<file path="config.mk">
export PLATFORM = sky130hd
export DESIGN_NAME = dsa_sequencer
export DESIGN_NICKNAME = d
export VERILOG_FILES = /design/src/rtl/dsa_pkg.sv /design/src/rtl/dsa_sequencer.sv
export SDC_FILE = /design/constraint.sdc
export NUM_CORES = 1
export LEC_CHECK = 0
export BUFFER_PORTS_ARGS = -buffer_cell sky130_fd_sc_hd__buf_2
export CAP_MARGIN = 20
export CORE_ASPECT_RATIO = 0.5
export CORE_MARGIN = 3
export CORE_UTILIZATION = 30
export DETAILED_ROUTE_END_ITERATION = 8
export GPL_TIMING_DRIVEN = 1
export SETUP_SLACK_MARGIN = 0.1
export SYNTH_ARGS = -nofsm -noshare
export SYNTH_HDL_FRONTEND = slang
export SYNTH_SLANG_ARGS = --single-unit
</file>
<file path="constraint.sdc">
create_clock -name I_MCLK -period 5.05 [get_ports I_MCLK]
set_input_delay 1.01 -clock I_MCLK [delete_from_list [all_inputs] [get_ports I_MCLK]]
set_output_delay 1.01 -clock I_MCLK [all_outputs]
set_load 0.05 [all_outputs]
</file>
<file path="src/rtl/dsa_pkg.sv">
package dsa_pkg;

  // Field widths of the conversion result and the phase counter
  localparam int unsigned MAG_W       = 12;
  localparam int unsigned RES_W       = MAG_W + 2;
  localparam int unsigned CNT_W       = 14;

  // Phase lengths in clock periods
  localparam int unsigned ZERO_CYC    = 256;
  localparam int unsigned POL_CYC     = 256;
  localparam int unsigned POL_MID     = POL_CYC / 2;
  localparam int unsigned UNK_CYC     = 4096;
  localparam int unsigned REF_MAX_DEF = 8192;

  // Width of conv_done in continuous mode, and output blanking after it
  localparam int unsigned DONE_MIN    = 5;
  localparam int unsigned BLANK_CYC   = 5;
  localparam int unsigned AUX_W       = 3;

  // Pin synchroniser lanes
  localparam int unsigned SYNC_N      = 5;
  localparam int unsigned SY_REQ      = 0;
  localparam int unsigned SY_GATE_N   = 1;
  localparam int unsigned SY_PSEL     = 2;
  localparam int unsigned SY_SCLK     = 3;
  localparam int unsigned SY_CMP      = 4;

  // Reset values
  localparam logic [CNT_W-1:0] CNT_ZERO = 14'h0000;
  localparam logic [RES_W-1:0] RES_ZERO = 14'h0000;
  localparam logic [AUX_W-1:0] AUX_ZERO = 3'h0;
  localparam logic [SYNC_N-1:0] SYNC_RST = 5'h00;

  // Conversion phases
  typedef enum logic [2:0] {
    PH_IDLE,
    PH_ZERO1,
    PH_POLAR,
    PH_ZERO2,
    PH_RAMP_UNK,
    PH_RAMP_REF,
    PH_FLASH,
    PH_DONE
  } dsa_phase_e;

endpackage : dsa_pkg

</file>
<file path="src/rtl/dsa_sequencer.sv">
`timescale 1ns/10ps
// What this block does
// - Four phase outputs, one comparator input.
// - Five phases run in fixed order.
// - Start on request and gate high; 256 zeroing.
// - Polarity phase: ramp up high, zeroing low.
// - Sample comparator at polarity phase midpoint.
// - Third phase repeats 256-cycle zeroing.
// - Ramp unknown 4096 cycles, direction by polarity.
// - Ramp up and ramp down never together.
// - Reference ramp ends on comparator low or 8192.
// - Phase end loads result, raises conv_done.
// - Result polarity bit is sampled polarity.
// - Result register holds until next completion.
// - Data driven only with gate low, request high.
// - Parallel mode drives all; serial only serial pin.
// - Each shift clock shifts right; 13 pulses.
// - Serial order polarity, overrange, MSB to LSB.
// - Data outputs high one cycle before conv_done; sign pin only in parallel mode.
// - Continuous mode: conv_done restarts while requested.
// - Outputs blanked five cycles after conv_done rises.
// - conv_done within 4 to 5 cycles of comparator low.
module dsa_sequencer
  import dsa_pkg::*;
#(
  parameter int unsigned REF_MAX = REF_MAX_DEF
) (
  input  wire logic             I_MCLK,
  input  wire logic             I_RST_N,
  input  wire logic             I_CONV_REQUEST,
  input  wire logic             I_OUTPUT_GATE_N,
  input  wire logic             I_PAR_SER_SEL,
  input  wire logic             I_SHIFT_CLOCK,
  input  wire logic             I_SIGN_COMPARE_IN,
  output logic                  O_ZERO_PHASE_CTL,
  output logic                  O_RAMP_UP_CTL,
  output logic                  O_RAMP_DOWN_CTL,
  output logic                  O_REF_RAMP_CTL,
  output logic                  O_CONV_DONE,
  output logic [MAG_W-1:0]      O_MAG_DATA,
  output logic                  O_MAG_DATA_OE,
  output logic                  O_OVERRANGE,
  output logic                  O_OVERRANGE_OE,
  output logic                  O_SIGN_SERIAL_OUT,
  output logic                  O_SIGN_SERIAL_OE
);

  // Count limits sized to the phase counter; every compare below but POL_SMP is an
  // end count, so each end limit is its length minus one (POL_SMP is mid-phase)
  // The done width and blanking share one small counter width
  localparam logic [CNT_W-1:0] ZERO_LAST = CNT_W'(ZERO_CYC - 1);
  localparam logic [CNT_W-1:0] POL_LAST  = CNT_W'(POL_CYC - 1);
  localparam logic [CNT_W-1:0] POL_SMP   = CNT_W'(POL_MID - 1);
  localparam logic [CNT_W-1:0] UNK_LAST  = CNT_W'(UNK_CYC - 1);
  localparam logic [CNT_W-1:0] REF_LAST  = CNT_W'(REF_MAX - 1);
  localparam logic [AUX_W-1:0] DONE_LAST = AUX_W'(DONE_MIN - 1);
  localparam logic [AUX_W-1:0] BLANK_N   = AUX_W'(BLANK_CYC);
  localparam logic [RES_W-2:0] SAT_VAL   = {(RES_W-1){1'b1}};

  logic [SYNC_N-1:0] sync1_reg;
  logic [SYNC_N-1:0] sync2_reg;
  logic              sclk_prev_reg;
  dsa_phase_e        phase_reg;
  dsa_phase_e        phase_next;
  logic [CNT_W-1:0]  cnt_reg;
  logic [CNT_W-1:0]  cnt_next;
  logic              pol_reg;
  logic [RES_W-1:0]  result_reg;
  logic [RES_W-1:0]  shift_reg;
  logic              flash_reg;
  logic              done_reg;
  logic [AUX_W-1:0]  hold_reg;
  logic [AUX_W-1:0]  blank_reg;
  logic              zero_reg;
  logic              up_reg;
  logic              down_reg;
  logic              ref_reg;

  logic              req_s;
  logic              gate_n_s;
  logic              psel_s;
  logic              cmp_s;
  logic              sclk_rise;
  logic              start;
  logic              ref_end;
  logic              out_en;
  logic [RES_W-2:0]  load_val;
  // Magnitude with its bits mirrored, so the MSB leaves right after overrange
  logic [MAG_W-1:0]  mag_rev;

  // Every pin passes two flops; only the second stage is read
  // The comparator edge is slow and asynchronous, so a single flop
  // could hand a metastable level to the ramp-end decision
  genvar g;
  generate
    for (g = 0; g < SYNC_N; g++) begin : g_sync
      always_ff @(posedge I_MCLK) begin
        if (!I_RST_N) begin
          sync1_reg[g] <= SYNC_RST[g];
          sync2_reg[g] <= SYNC_RST[g];
        end else begin
          sync1_reg[g] <= (g == SY_REQ)    ? I_CONV_REQUEST :
                          (g == SY_GATE_N) ? I_OUTPUT_GATE_N :
                          (g == SY_PSEL)   ? I_PAR_SER_SEL :
                          (g == SY_SCLK)   ? I_SHIFT_CLOCK :
                                             I_SIGN_COMPARE_IN;
          sync2_reg[g] <= sync1_reg[g];
        end
      end
    end
  endgenerate

  assign req_s    = sync2_reg[SY_REQ];
  assign gate_n_s = sync2_reg[SY_GATE_N];
  assign psel_s   = sync2_reg[SY_PSEL];
  assign cmp_s    = sync2_reg[SY_CMP];

  // Shift clock edge detect works on the synchronised copy only
  always_ff @(posedge I_MCLK) begin
    if (!I_RST_N) begin
      sclk_prev_reg <= 1'b0;
    end else begin
      sclk_prev_reg <= sync2_reg[SY_SCLK];
    end
  end

  assign sclk_rise = sync2_reg[SY_SCLK] & ~sclk_prev_reg;

  // A conversion may start from idle, or from done once its width is met
  // In continuous mode the fed-back done is the gate, so without the
  // width guard a restart would clip done to three cycles
  assign start = req_s & gate_n_s &
                 ((phase_reg == PH_IDLE) ||
                  ((phase_reg == PH_DONE) && (hold_reg == DONE_LAST)));

  // Comparator low or the overrange limit closes the reference ramp
  assign ref_end = ~cmp_s | (cnt_reg == REF_LAST);

  // Saturate to all ones at the limit so overrange reads as full
  assign load_val = (cmp_s) ? SAT_VAL : cnt_reg[RES_W-2:0];

  // Mirror the magnitude once at load time; the shifter then only
  // moves right, and the parallel result keeps its own bit order
  genvar b;
  generate
    for (b = 0; b < MAG_W; b++) begin : g_rev
      assign mag_rev[b] = load_val[MAG_W-1-b];
    end
  endgenerate

  // Phase sequencing
  // The counter restarts at every phase change, so each phase compares
  // against its own length; requests mid-conversion are ignored
  always_comb begin
    phase_next = phase_reg;
    cnt_next   = cnt_reg + CNT_W'(1);
    case (phase_reg)
      PH_IDLE: begin
        cnt_next = CNT_ZERO;
        if (start) begin
          phase_next = PH_ZERO1;
        end
      end
      PH_ZERO1: begin
        if (cnt_reg == ZERO_LAST) begin
          phase_next = PH_POLAR;
          cnt_next   = CNT_ZERO;
        end
      end
      PH_POLAR: begin
        if (cnt_reg == POL_LAST) begin
          phase_next = PH_ZERO2;
          cnt_next   = CNT_ZERO;
        end
      end
      PH_ZERO2: begin
        if (cnt_reg == ZERO_LAST) begin
          phase_next = PH_RAMP_UNK;
          cnt_next   = CNT_ZERO;
        end
      end
      PH_RAMP_UNK: begin
        if (cnt_reg == UNK_LAST) begin
          phase_next = PH_RAMP_REF;
          cnt_next   = CNT_ZERO;
        end
      end
      PH_RAMP_REF: begin
        if (ref_end) begin
          phase_next = PH_FLASH;
          cnt_next   = CNT_ZERO;
        end
      end
      PH_FLASH: begin
        phase_next = PH_DONE;
        cnt_next   = CNT_ZERO;
      end
      PH_DONE: begin
        cnt_next = CNT_ZERO;
        if (start) begin
          phase_next = PH_ZERO1;
        end
      end
      default: begin
        phase_next = PH_IDLE;
        cnt_next   = CNT_ZERO;
      end
    endcase
  end

  // Phase and count registers
  always_ff @(posedge I_MCLK) begin
    if (!I_RST_N) begin
      phase_reg <= PH_IDLE;
      cnt_reg   <= CNT_ZERO;
    end else begin
      phase_reg <= phase_next;
      cnt_reg   <= cnt_next;
    end
  end

  // Analog control lines, registered so they never glitch
  // Decoded from the next phase so each line changes on the phase edge
  // itself rather than one cycle late
  always_ff @(posedge I_MCLK) begin
    if (!I_RST_N) begin
      zero_reg <= 1'b0;
      up_reg   <= 1'b0;
      down_reg <= 1'b0;
      ref_reg  <= 1'b0;
    end else begin
      zero_reg <= (phase_next == PH_ZERO1) || (phase_next == PH_ZERO2);
      up_reg   <= (phase_next == PH_POLAR) ||
                  ((phase_next == PH_RAMP_UNK) && pol_reg);
      down_reg <= (phase_next == PH_RAMP_UNK) && !pol_reg;
      ref_reg  <= (phase_next == PH_RAMP_REF);
    end
  end

  // Polarity decided once, at the middle of the detect phase
  // Sampling mid-phase gives the integrator time to settle first
  always_ff @(posedge I_MCLK) begin
    if (!I_RST_N) begin
      pol_reg <= 1'b0;
    end else if ((phase_reg == PH_POLAR) && (cnt_reg == POL_SMP)) begin
      pol_reg <= cmp_s;
    end
  end

  // Result register: written only when a conversion completes
  // Readers may sample at any time, so it never shows a partial count
  always_ff @(posedge I_MCLK) begin
    if (!I_RST_N) begin
      result_reg <= RES_ZERO;
    end else if ((phase_reg == PH_RAMP_REF) && ref_end) begin
      result_reg <= {pol_reg, load_val};
    end
  end

  // Serial copy: polarity sits at bit 0 so a right shift gives the order
  // Shifting a copy keeps the parallel result intact after a serial read
  always_ff @(posedge I_MCLK) begin
    if (!I_RST_N) begin
      shift_reg <= RES_ZERO;
    end else if ((phase_reg == PH_RAMP_REF) && ref_end) begin
      shift_reg <= {mag_rev, load_val[MAG_W], pol_reg};
    end else if (sclk_rise && psel_s && out_en) begin
      shift_reg <= {1'b0, shift_reg[RES_W-1:1]};
    end
  end

  // One cycle of all ones precedes conv_done
  always_ff @(posedge I_MCLK) begin
    if (!I_RST_N) begin
      flash_reg <= 1'b0;
    end else begin
      flash_reg <= (phase_next == PH_FLASH);
    end
  end

  // conv_done rises after the flash cycle and falls at the next start
  // Held as a level so a slow reader cannot miss it
  always_ff @(posedge I_MCLK) begin
    if (!I_RST_N) begin
      done_reg <= 1'b0;
    end else if (phase_reg == PH_FLASH) begin
      done_reg <= 1'b1;
    end else if (start) begin
      done_reg <= 1'b0;
    end
  end

  // Minimum done width, so a fed-back gate cannot cut it short
  // The count saturates, so a long idle in done costs nothing
  always_ff @(posedge I_MCLK) begin
    if (!I_RST_N) begin
      hold_reg <= AUX_ZERO;
    end else if (phase_reg != PH_DONE) begin
      hold_reg <= AUX_ZERO;
    end else if (hold_reg != DONE_LAST) begin
      hold_reg <= hold_reg + AUX_W'(1);
    end
  end

  // Outputs stay off for a while after done rises, covering the restart
  // Loaded on the same edge that raises done, so both start together
  always_ff @(posedge I_MCLK) begin
    if (!I_RST_N) begin
      blank_reg <= AUX_ZERO;
    end else if (phase_reg == PH_FLASH) begin
      blank_reg <= BLANK_N;
    end else if (blank_reg != AUX_ZERO) begin
      blank_reg <= blank_reg - AUX_W'(1);
    end
  end

  // Output enable from synchronised pins; adds two cycles of latency
  // to every enable and disable, a small price against glitchy enables
  assign out_en = req_s & ~gate_n_s & (blank_reg == AUX_ZERO);

  // Phase and done outputs
  assign O_ZERO_PHASE_CTL = zero_reg;
  assign O_RAMP_UP_CTL    = up_reg;
  assign O_RAMP_DOWN_CTL  = down_reg;
  assign O_REF_RAMP_CTL   = ref_reg;
  assign O_CONV_DONE      = done_reg;

  // Data pins; flash forces ones whatever the held result, except the serial-mode shift bit
  // The enables decide what reaches the bus; the values always show
  assign O_MAG_DATA        = flash_reg ? {MAG_W{1'b1}} : result_reg[MAG_W-1:0];
  assign O_OVERRANGE       = flash_reg | result_reg[MAG_W];
  assign O_SIGN_SERIAL_OUT = psel_s ? shift_reg[0] :
                             (flash_reg | result_reg[RES_W-1]);
  assign O_MAG_DATA_OE     = out_en & ~psel_s;
  assign O_OVERRANGE_OE    = out_en & ~psel_s;
  assign O_SIGN_SERIAL_OE  = out_en;

endmodule : dsa_sequencer

</file>
==> results of run 1 <==
## metal layers
metal	up-vias	GRT usage (%)	share of wire, %
li1	1156	-	-
met1	986	16.2	52
met2	43	17.1	41
met3	10	3.74	5.1
met4	0	4.91	1.4
met5	-	0	0
## cells by family after synthesis
kind of cell,synth area share [%]
fa+ha+maj,2.19
buf+inv,3.90
xor+xnor,4.30
compound gates,11.3
flops,48.4
simple gates,28.4
mux,1.45
## synthesized netlist by cell type (2+ instances only)
| cell | number | area share (%) |
|---|---|---|
| dfxtp_1 | 69 | 48 |
| nor2_1 | 52 | 6.8 |
| nand2_1 | 42 | 5.5 |
| o21ai_0 | 16 | 2.8 |
| a31oi_1 | 13 | 2.9 |
| and2_1 | 13 | 2.9 |
| or2_2 | 13 | 2.9 |
| inv_1 | 10 | 1.3 |
| nand3_1 | 10 | 1.8 |
| a21oi_1 | 9 | 1.6 |
| xnor2_1 | 9 | 2.8 |
| clkbuf_1 | 8 | 1.1 |
| nand4_1 | 7 | 1.5 |
| buf_2 | 5 | 0.88 |
| ha_1 | 5 | 2.2 |
| xor2_1 | 5 | 1.5 |
| nor2b_1 | 4 | 0.88 |
| and3_1 | 3 | 0.66 |
| mux2i_1 | 3 | 1.1 |
| nand2b_1 | 3 | 0.66 |
| nor3_1 | 3 | 0.53 |
| buf_4 | 2 | 0.53 |
| nor3b_1 | 2 | 0.53 |
| nor4_1 | 2 | 0.44 |
| nor4_2 | 2 | 0.88 |
| nor4b_1 | 2 | 0.61 |
## worst min-delay path by stage
stage,start,to,cells past startpoint
after floorplan,sync1_reg[4]$_SDFF_PN0_,cmp_s$_SDFF_PN0_,1
after global placement,sync1_reg[0]$_SDFF_PN0_,req_s$_SDFF_PN0_,1
after detailed placement,sync1_reg[1]$_SDFF_PN0_,gate_n_s$_SDFF_PN0_,1
after CTS,sync1_reg[3]$_SDFF_PN0_,sync2_reg[3]$_SDFF_PN0_,1
after global routing,sync1_reg[4]$_SDFF_PN0_,cmp_s$_SDFF_PN0_,1
final,sync1_reg[4]$_SDFF_PN0_,cmp_s$_SDFF_PN0_,1
## area by class of cell
type	instances	area, um2	share of cell area, %
sequential	69	1380	41.0
tap	117	146	4.34
clock inverter	1	30.0	0.891
inverter	11	41.3	1.23
clock buffer	14	264	7.84
timing repair buffer	29	148	4.38
multi-input combinational	234	1360	40.3
## power by group
group	leakage (uW)	total (uW)	internal [uW]	switching, uW
sequential	0.000559	575	562	12.3
combinational	0.000650	106	44.9	60.8
clock	0.000143	620	407	213
## stage by stage
step,power (uW),setup WS (ns),hold slack (ns)
after global routing,1360,2.38,0.438
after CTS,1310,2.47,0.432
after detailed placement,693,2.74,0.419
after global placement,691,2.80,0.414
after floorplan,672,2.30,0.412
final,1300,2.51,0.430
## worst reg2reg max path, cell delays in order (launching register included)
cell      delay, ns
dfxtp_1        0.39
ha_1           0.23
nand3_1        0.18
o41ai_4        0.43
nand2_1        0.50
a21o_1         0.31
a211oi_1       0.21
==> flow_summary.ini, run 1 <==
[sta]
finalSetupViolCount = 0
tns_ns = 0
finClkSkew_ns = 0.00267
tightestPinTransition_ns = 0.714
max_freq_mhz = 394
fin_crit_sh_pct = 50.3
relSlewSlack_pct = 52.4
finalHoldViolations = 0
rsz0062_at_grt = no
slew_violations = 0
layout_min_cycle_time_ns = 2.54

[yosys]
mappedNetlistArea_um2 = 2850
synth-seq-area-share_pct = 48.4
yosysWarnings = 0
syn-instance-count = 329
syn_avg_cell_area_um2 = 8.67
synth-edff-count = 0
synth_nets = 341
synth_ff_type = dfxtp_1
ys_async_sr_fraction_pct = 0
ys_types = 43
ys_ff_latch = 69

[finish]
drive_gt1_share_pct = 17.0
final_common_cell = dfxtp_1
post-route-util_pct = 37.5
fillCellCount = 913
nets = 366
fin_area_um2 = 3370
n_antenna_cell = 0
mostFrequentLayoutCells = dfxtp_1 (69), nor2_1 (52), nand2_1 (42), buf_2 (28), o21ai_0 (16)
area_growth_pct = 18.2
finalNonFillerCells = 475

[power]
p_leak_uw = 0.00135
powerDensity_nw_per_um2 = 386
peakVddDrop_mv = 0.146

[clocking]
clock_sinks = 69
htreeDepth = 3
cts_root_buffer = clkbuf_16
holdBufCountCts = 0
clock_latency_ns = 0.32
clkTransAtPathRegs_ns = 0.05
cts_setup_buffers = 0
clk_path_buf_depth = 2
cts_buffers = 9
cts-resized-gates = 0
cts_tree = done

[detailed_routing]
vias = 2195
drt_iter0_drc = 123
ant_nets = 0
avgRoutedWirePerCell_um = 12.3
drc = 0
viasPerCell = 4.62
firstDrtPassIters = 4
wl_um = 5850

[setup_path]
r2r_end = O_RAMP_UP_CTL$_SDFF_PN0_
path_class = flop to primary output
timing.rr.start = cnt_reg[0]$_SDFF_PN0_
r2r_setup_slack_ns = 2.70
worstSetupEndpointType = primary output
endpoint = O_OVERRANGE_OE
crit_family = buffers and inverters
crit_start = blank_reg[0]$_SDFFE_PN0P_
ff2ff_path_depth = 6
path_max_fanout = 4
cp-start-kind = flop
cp_slowest_cell = dfxtp_1
cp_data_required_time_ns = 4.04
cpPeakStageDelay_ns = 0.31
cp.buffers_inverters = 2
cp_data_arrival_time_ns = 1.53
cp_num_cells = 5
path_cells = inv_1 > ha_1 > nand4bb_1 > nor2_1 > buf_2

[grt]
grt_pass1_wl_um = 9880
overflow = 0
grt_usage_pct = 11.8
grt_pass1_vias = 2028
antenna_found_initial = 0
grt_max_degree = 30

[placement]
placedCellCount = 460
dp.final_hpwl_um = 4080
portBuffers = 28
dpl-instance-area_um2 = 3080
gp_congestion = 0.777

[worst_hold_path]
hp-class = flop to flop

[status]
status = finished, final reports clean

[die]
core_um2 = 8980
start_util_pct = 31.8
core.rowCount = 24
die_area_um2 = 10800
ioPinCount = 29
die_w_um = 144
die_y_um = 74.9

[job]
cap_violations = 0
Power figures use the tool's default switching activity.
==> run 2: changes to the inputs <==
--- a/config.mk
+++ b/config.mk
@@ -5,6 +5,7 @@
 export SDC_FILE = /design/constraint.sdc
 export NUM_CORES = 1
 export LEC_CHECK = 0
+export ABC_AREA = 1
 export BUFFER_PORTS_ARGS = -buffer_cell sky130_fd_sc_hd__buf_2
 export CAP_MARGIN = 20
 export CORE_ASPECT_RATIO = 0.5
==> constraint.sdc (replaced) <==
create_clock -name I_MCLK -period 2.3 [get_ports I_MCLK]
set_input_delay 0.46 -clock I_MCLK [delete_from_list [all_inputs] [get_ports I_MCLK]]
set_output_delay 0.46 -clock I_MCLK [all_outputs]
set_load 0.05 [all_outputs]
==> run 2 against run 1 <==
  * Utilization increased by 0.18 points
  * Total power is 120% higher
  * Critical endpoint is now O_SIGN_SERIAL_OE
  * Count of clock-buffer cells in the layout down 5
  * Register-to-register slack got worse by 2.4 ns
  * Sequential power grew 120%
  * Cell count up 20%
  * Via count up 14%
  * First-iteration DRC count up 87%
  * Clock power rose by 140%
  * Synthesized cell count is 23% higher
==> flow_summary.ini, run 2 <==
[setup_path]
r2r_setup_slack_ns = 0.33
cp_slowest_cell = buf_2
path_max_fanout = 5
path_cells = inv_1 > ha_1 > nand2_1 > nor3_2 > buf_2
cp-start-kind = flop
worstSetupEndpointType = primary output
path_class = flop to primary output
ff2ff_path_depth = 10
crit_family = buffers and inverters
cp.buffers_inverters = 2
cpPeakStageDelay_ns = 0.32
r2r_end = shift_reg[10]$_SDFFE_PN0P_
cp_data_required_time_ns = 1.84
timing.rr.start = cnt_reg[0]$_SDFF_PN0_
cp_num_cells = 5
cp_data_arrival_time_ns = 1.62

[yosys]
synth_commonest_cells = nand2_1 (83), dfxtp_1 (69), inv_1 (51), nor2_1 (36), o21ai_0 (25)
synth_nets = 416
mappedNetlistArea_um2 = 3020
synth.top_cell.area_share_pct = 45.8
ys_types = 30
yosysWarnings = 0
synth.area.top_cells = dfxtp_1 (46%), nand2_1 (10%), inv_1 (6.3%), nor2_1 (4.5%), o21ai_0 (4.1%)
synth_ff_type = dfxtp_1
synth-edff-count = 0
yosysMostFrequentCell = nand2_1
ys_async_sr_fraction_pct = 0
syn-instance-count = 404
syn_avg_cell_area_um2 = 7.46
synth-seq-area-share_pct = 45.8
synth_area_leader_cell = dfxtp_1
ys_ff_latch = 69

[detailed_routing]
firstDrtPassIters = 4
vias = 2500
viasPerCell = 4.37
drt_iter0_drc = 230
avgRoutedWirePerCell_um = 11.6
wl_um = 6610
ant_nets = 0
drc = 0

[finish]
area_growth_pct = 20.1
fillCellCount = 1003
drive_gt1_share_pct = 19.2
ff_latch_area_um2 = 1380
multi_input_area_um2 = 1370
fin_area_um2 = 3620
n_antenna_cell = 0
final_common_cell = nand2_1
nets = 444
mostFrequentLayoutCells = nand2_1 (82), dfxtp_1 (69), inv_1 (51), nor2_1 (36), buf_2 (27)

[placement]
portBuffers = 28
dpl-instance-area_um2 = 3280
gp_congestion = 0.808
dp.final_hpwl_um = 4600

[die]
core_um2 = 9600
die_area_um2 = 11400
core.rowCount = 25
ioPinCount = 29
start_util_pct = 31.4
die_y_um = 76.9
die_w_um = 148

[grt]
grt_pass1_wl_um = 11400
grt_max_degree = 31
antenna_found_initial = 0
overflow = 0
grt_pass1_vias = 2409
grt_usage_pct = 12.3

[power]
peakVddDrop_mv = 0.298
powerDensity_nw_per_um2 = 800
p_leak_uw = 0.00161

[worst_hold_path]
hold_end = sync1_reg[3]$_SDFF_PN0_
hp-class = input port to flop
worstHoldPathCells = 3
hold_start = I_SHIFT_CLOCK

[clocking]
cts-resized-gates = 0
cts_tree = done
clk_path_buf_depth = 2
cts_buffers = 9
cts_setup_buffers = 0
clock_latency_ns = 0.33
htreeDepth = 3
holdBufCountCts = 0
clkTransAtPathRegs_ns = 0.05
clock_sinks = 69
cts_root_buffer = clkbuf_16

[status]
status = finished, final reports clean

[sta]
finClkSkew_ns = 0.00778
slew_violations = 0
tightestPinTransition_ns = 0.425
finalHoldViolations = 0
max_freq_mhz = 480
finalSetupViolCount = 0
relSlewSlack_pct = 71.6
layout_min_cycle_time_ns = 2.08
fin_crit_sh_pct = 90.6
tns_ns = 0
rsz0062_at_grt = yes

[job]
cap_violations = 0
[run 2: cells by family (layout without fill, tap and decap cells)]
kind of cell	Yosys count	in the layout	share of synthesized area [%]
fa+ha+maj	5	5	2.07
compound gates	73	73	13.1
simple gates	180	180	27.2
flops	69	69	45.8
buf+inv	69	102	9.54
xor+xnor	8	8	2.32
[run 2: per-stage QoR]
stage               utilization [%]  setup slack (ns)  instances  hold slack, ns  power [uW]
finish                         37.7             0.215        572           0.314        2900
global route                   37.7            0.0903        572           0.330        3020
CTS                            37.5             0.182        572           0.306        2930
detailed placement             34.2             0.276        556           0.398        1440
global placement               34.2             0.328        556           0.396        1440
floorplan                         -           -0.0902        404           0.390        1410
[run 2: how the worst max path moves through the flow]
stage	startpoint	to	slack, ns
finish	blank_reg[0]$_SDFFE_PN0P_	O_SIGN_SERIAL_OE	0.22
global route	blank_reg[0]$_SDFFE_PN0P_	O_SIGN_SERIAL_OE	0.09
CTS	blank_reg[0]$_SDFFE_PN0P_	O_OVERRANGE_OE	0.18
detailed placement	cnt_reg[0]$_SDFF_PN0_	shift_reg[10]$_SDFFE_PN0P_	0.28
global placement	cnt_reg[0]$_SDFF_PN0_	cnt_reg[10]$_SDFF_PN0_	0.33
floorplan	blank_reg[0]$_SDFFE_PN0P_	O_OVERRANGE_OE	-0.09
[run 2: where the power goes]
group | leakage (uW) | internal [uW] | total, uW | switching (uW)
combinational | 0.000893 | 61.3 | 182 | 120
sequential | 0.000559 | 1230 | 1240 | 13.9
clock | 0.000156 | 954 | 1480 | 522
[run 2: worst register-to-register path, cell delays in order (launching register included)]
cell and delay, ns:
dfxtp_1 0.35, ha_1 0.20, nand2_1 0.08, nor2_2 0.17, nand4_1 0.14, nand2_1 0.10, nand2_2 0.14, buf_4 0.27
inv_4 0.16, o21ai_0 0.14, a31oi_1 0.16
[run 2: final cells by class]
| cell class | count | area share, % |
|---|---|---|
| Sequential cell | 69 | 38.1 |
| Multi-Input combinational cell | 266 | 37.8 |
| Clock buffer | 9 | 6.22 |
| Inverter | 54 | 5.67 |
| Timing Repair Buffer | 32 | 4.77 |
| Tap cell | 135 | 4.66 |
| Clock inverter | 7 | 2.73 |
[run 2: metal layers]
metal / global-route usage (%) / vias up / share of wire, %
met2: 18.9 / 40 / 42
met1: 16.2 / 1110 / 51
met5: 0 / - / 0
li1: - / 1342 / -
met4: 4.46 / 0 / 1.4
met3: 4.01 / 8 / 5.4
==> run 3: changes to the inputs <==
--- a/config.mk
+++ b/config.mk
@@ -6,7 +6,7 @@
 export NUM_CORES = 1
 export LEC_CHECK = 0
 export ABC_AREA = 1
-export BUFFER_PORTS_ARGS = -buffer_cell sky130_fd_sc_hd__buf_2
+export BUFFER_PORTS_ARGS = -buffer_cell sky130_fd_sc_hd__clkbuf_2
 export CAP_MARGIN = 20
 export CORE_ASPECT_RATIO = 0.5
 export CORE_MARGIN = 3
==> run 3 against run 2 <==
  * Critical path depth is the same
  * Total power down 2.5%
  * Clock power down 5%
  * Cell area decreased by 0.45%
  * Cell count unchanged
  * Fmax up 0.59%
  * Wire length down 2.3%
  * Largest power group unchanged
==> flow_summary.ini, run 3 (synthesis results as in run 2) <==
[clocking]
clk_path_buf_depth = 2
clkTransAtPathRegs_ns = 0.05
cts_root_buffer = clkbuf_16
clock_sinks = 69
htreeDepth = 3
cts_buffers = 9
cts_tree = done
clock_latency_ns = 0.33
cts_setup_buffers = 0

[sta]
fin_crit_sh_pct = 90.1
relSlewSlack_pct = 73.0
finClkSkew_ns = 0.00806
rsz0062_at_grt = yes
finalHoldViolations = 0
layout_min_cycle_time_ns = 2.07
slew_violations = 0
max_freq_mhz = 483
tns_ns = 0
tightestPinTransition_ns = 0.400
finalSetupViolCount = 0
fin_ws_ns = 0.228

[detailed_routing]
viasPerCell = 4.41
firstDrtPassIters = 4
vias = 2525
drt_iter0_drc = 124
wl_um = 6460
avgRoutedWirePerCell_um = 11.3
ant_nets = 0
drc = 0

[grt]
antenna_found_initial = 0
grt_usage_pct = 11.6
grt_pass1_wl_um = 10900
grt_max_degree = 31
grt_pass1_vias = 2354
overflow = 0

[power]
p_leak_uw = 0.00158
powerDensity_nw_per_um2 = 784
peakVddDrop_mv = 0.367

[setup_path]
worstSetupEndpointType = primary output
r2r_setup_slack_ns = 0.35
timing.rr.start = cnt_reg[0]$_SDFF_PN0_
cp-start-kind = flop
path_max_fanout = 5
ff2ff_path_depth = 11
cp_data_required_time_ns = 1.84
cp_data_arrival_time_ns = 1.61
r2r_end = cnt_reg[10]$_SDFF_PN0_
path_class = flop to primary output

[placement]
dp_slack_ns = 0.363
gp_congestion = 0.852
dp.final_hpwl_um = 4600
portBuffers = 28

[worst_hold_path]
hp-class = input port to flop
worstHoldPathCells = 3
hold_end = sync1_reg[0]$_SDFF_PN0_
hold_start = I_CONV_REQUEST

[finish]
drive_gt1_share_pct = 19.0
nets = 444
area_growth_pct = 19.5
mostFrequentLayoutCells = nand2_1 (83), dfxtp_1 (69), inv_1 (51), nor2_1 (36)
n_antenna_cell = 0
post-route-util_pct = 37.5
final_common_cell = nand2_1

[die]
core.rowCount = 25
core_um2 = 9600
start_util_pct = 31.4
die_y_um = 76.9
ioPinCount = 29
die_w_um = 148
die_area_um2 = 11400

[status]
status = finished, final reports clean

[job]
cap_violations = 0
run 3: cell types whose count changed in the layout (fill, tap and decap cells not counted), sizes merged:
cell and delta:
clkbuf +28, buf -27, bufinv -1, clkinv -1
inv +1
run 3: worst max path at each step:
stage / from / endpoint / slack, ns
6_report: blank_reg[0]$_SDFFE_PN0P_ / O_SIGN_SERIAL_OE / 0.23
5_1_grt: blank_reg[0]$_SDFFE_PN0P_ / O_SIGN_SERIAL_OE / 0.09
4_1_cts: blank_reg[0]$_SDFFE_PN0P_ / O_OVERRANGE_OE / 0.16
3_5_place_dp: cnt_reg[0]$_SDFF_PN0_ / cnt_reg[10]$_SDFF_PN0_ / 0.36
3_3_place_gp: cnt_reg[0]$_SDFF_PN0_ / cnt_reg[10]$_SDFF_PN0_ / 0.43
2_1_floorplan: blank_reg[0]$_SDFFE_PN0P_ / O_OVERRANGE_OE / -0.09
run 3: repair_timing:
item / 4_1_cts / 5_1_grt
hold buffers: 0 / 0
resized for setup: 0 / 7
setup endpoints to repair: 0 / 3
run 3: layer usage:
| layer | wire, um | GRT usage [%] |
|---|---|---|
| met5 | 0 | 0 |
| met2 | 2940 | 18.8 |
| met1 | 3220 | 14.6 |
| met4 | 50 | 4.00 |
| met3 | 243 | 3.84 |
run 3: where the power goes:
group	total [uW]	internal, uW	switching [uW]
Sequential	1240	1230	13.4
Combinational	186	62.8	124
Clock	1400	876	524
Total	2830	2170	661
run 3: worst max-delay path, cell delays in order, from the launching register on:
cell	delay (ns)
dfxtp_1	0.29
inv_1	0.11
ha_1	0.18
nand2_1	0.17
nor3_2	0.25
clkbuf_4	0.29
run 3: layout make-up:
cell class                      instances  area (um2)
Clock buffer                           10         239
Multi-Input combinational cell        266        1370
Fill cell                            1011        6000
Sequential cell                        69        1380
Inverter                               54         203
Tap cell                              135         169
Timing Repair Buffer                   32         178
Clock inverter                          6        68.8
run 3: metrics by stage:
stage          hold WS (ns)  cells  area (um2)  power (uW)
6_report              0.321    572        3600        2830
3_5_place_dp          0.400    556        3280        1450
2_1_floorplan         0.390    404        3030        1410
4_1_cts               0.309    572        3590        2850
3_3_place_gp          0.400    556        3280        1440
5_1_grt               0.309    572        3600        2940
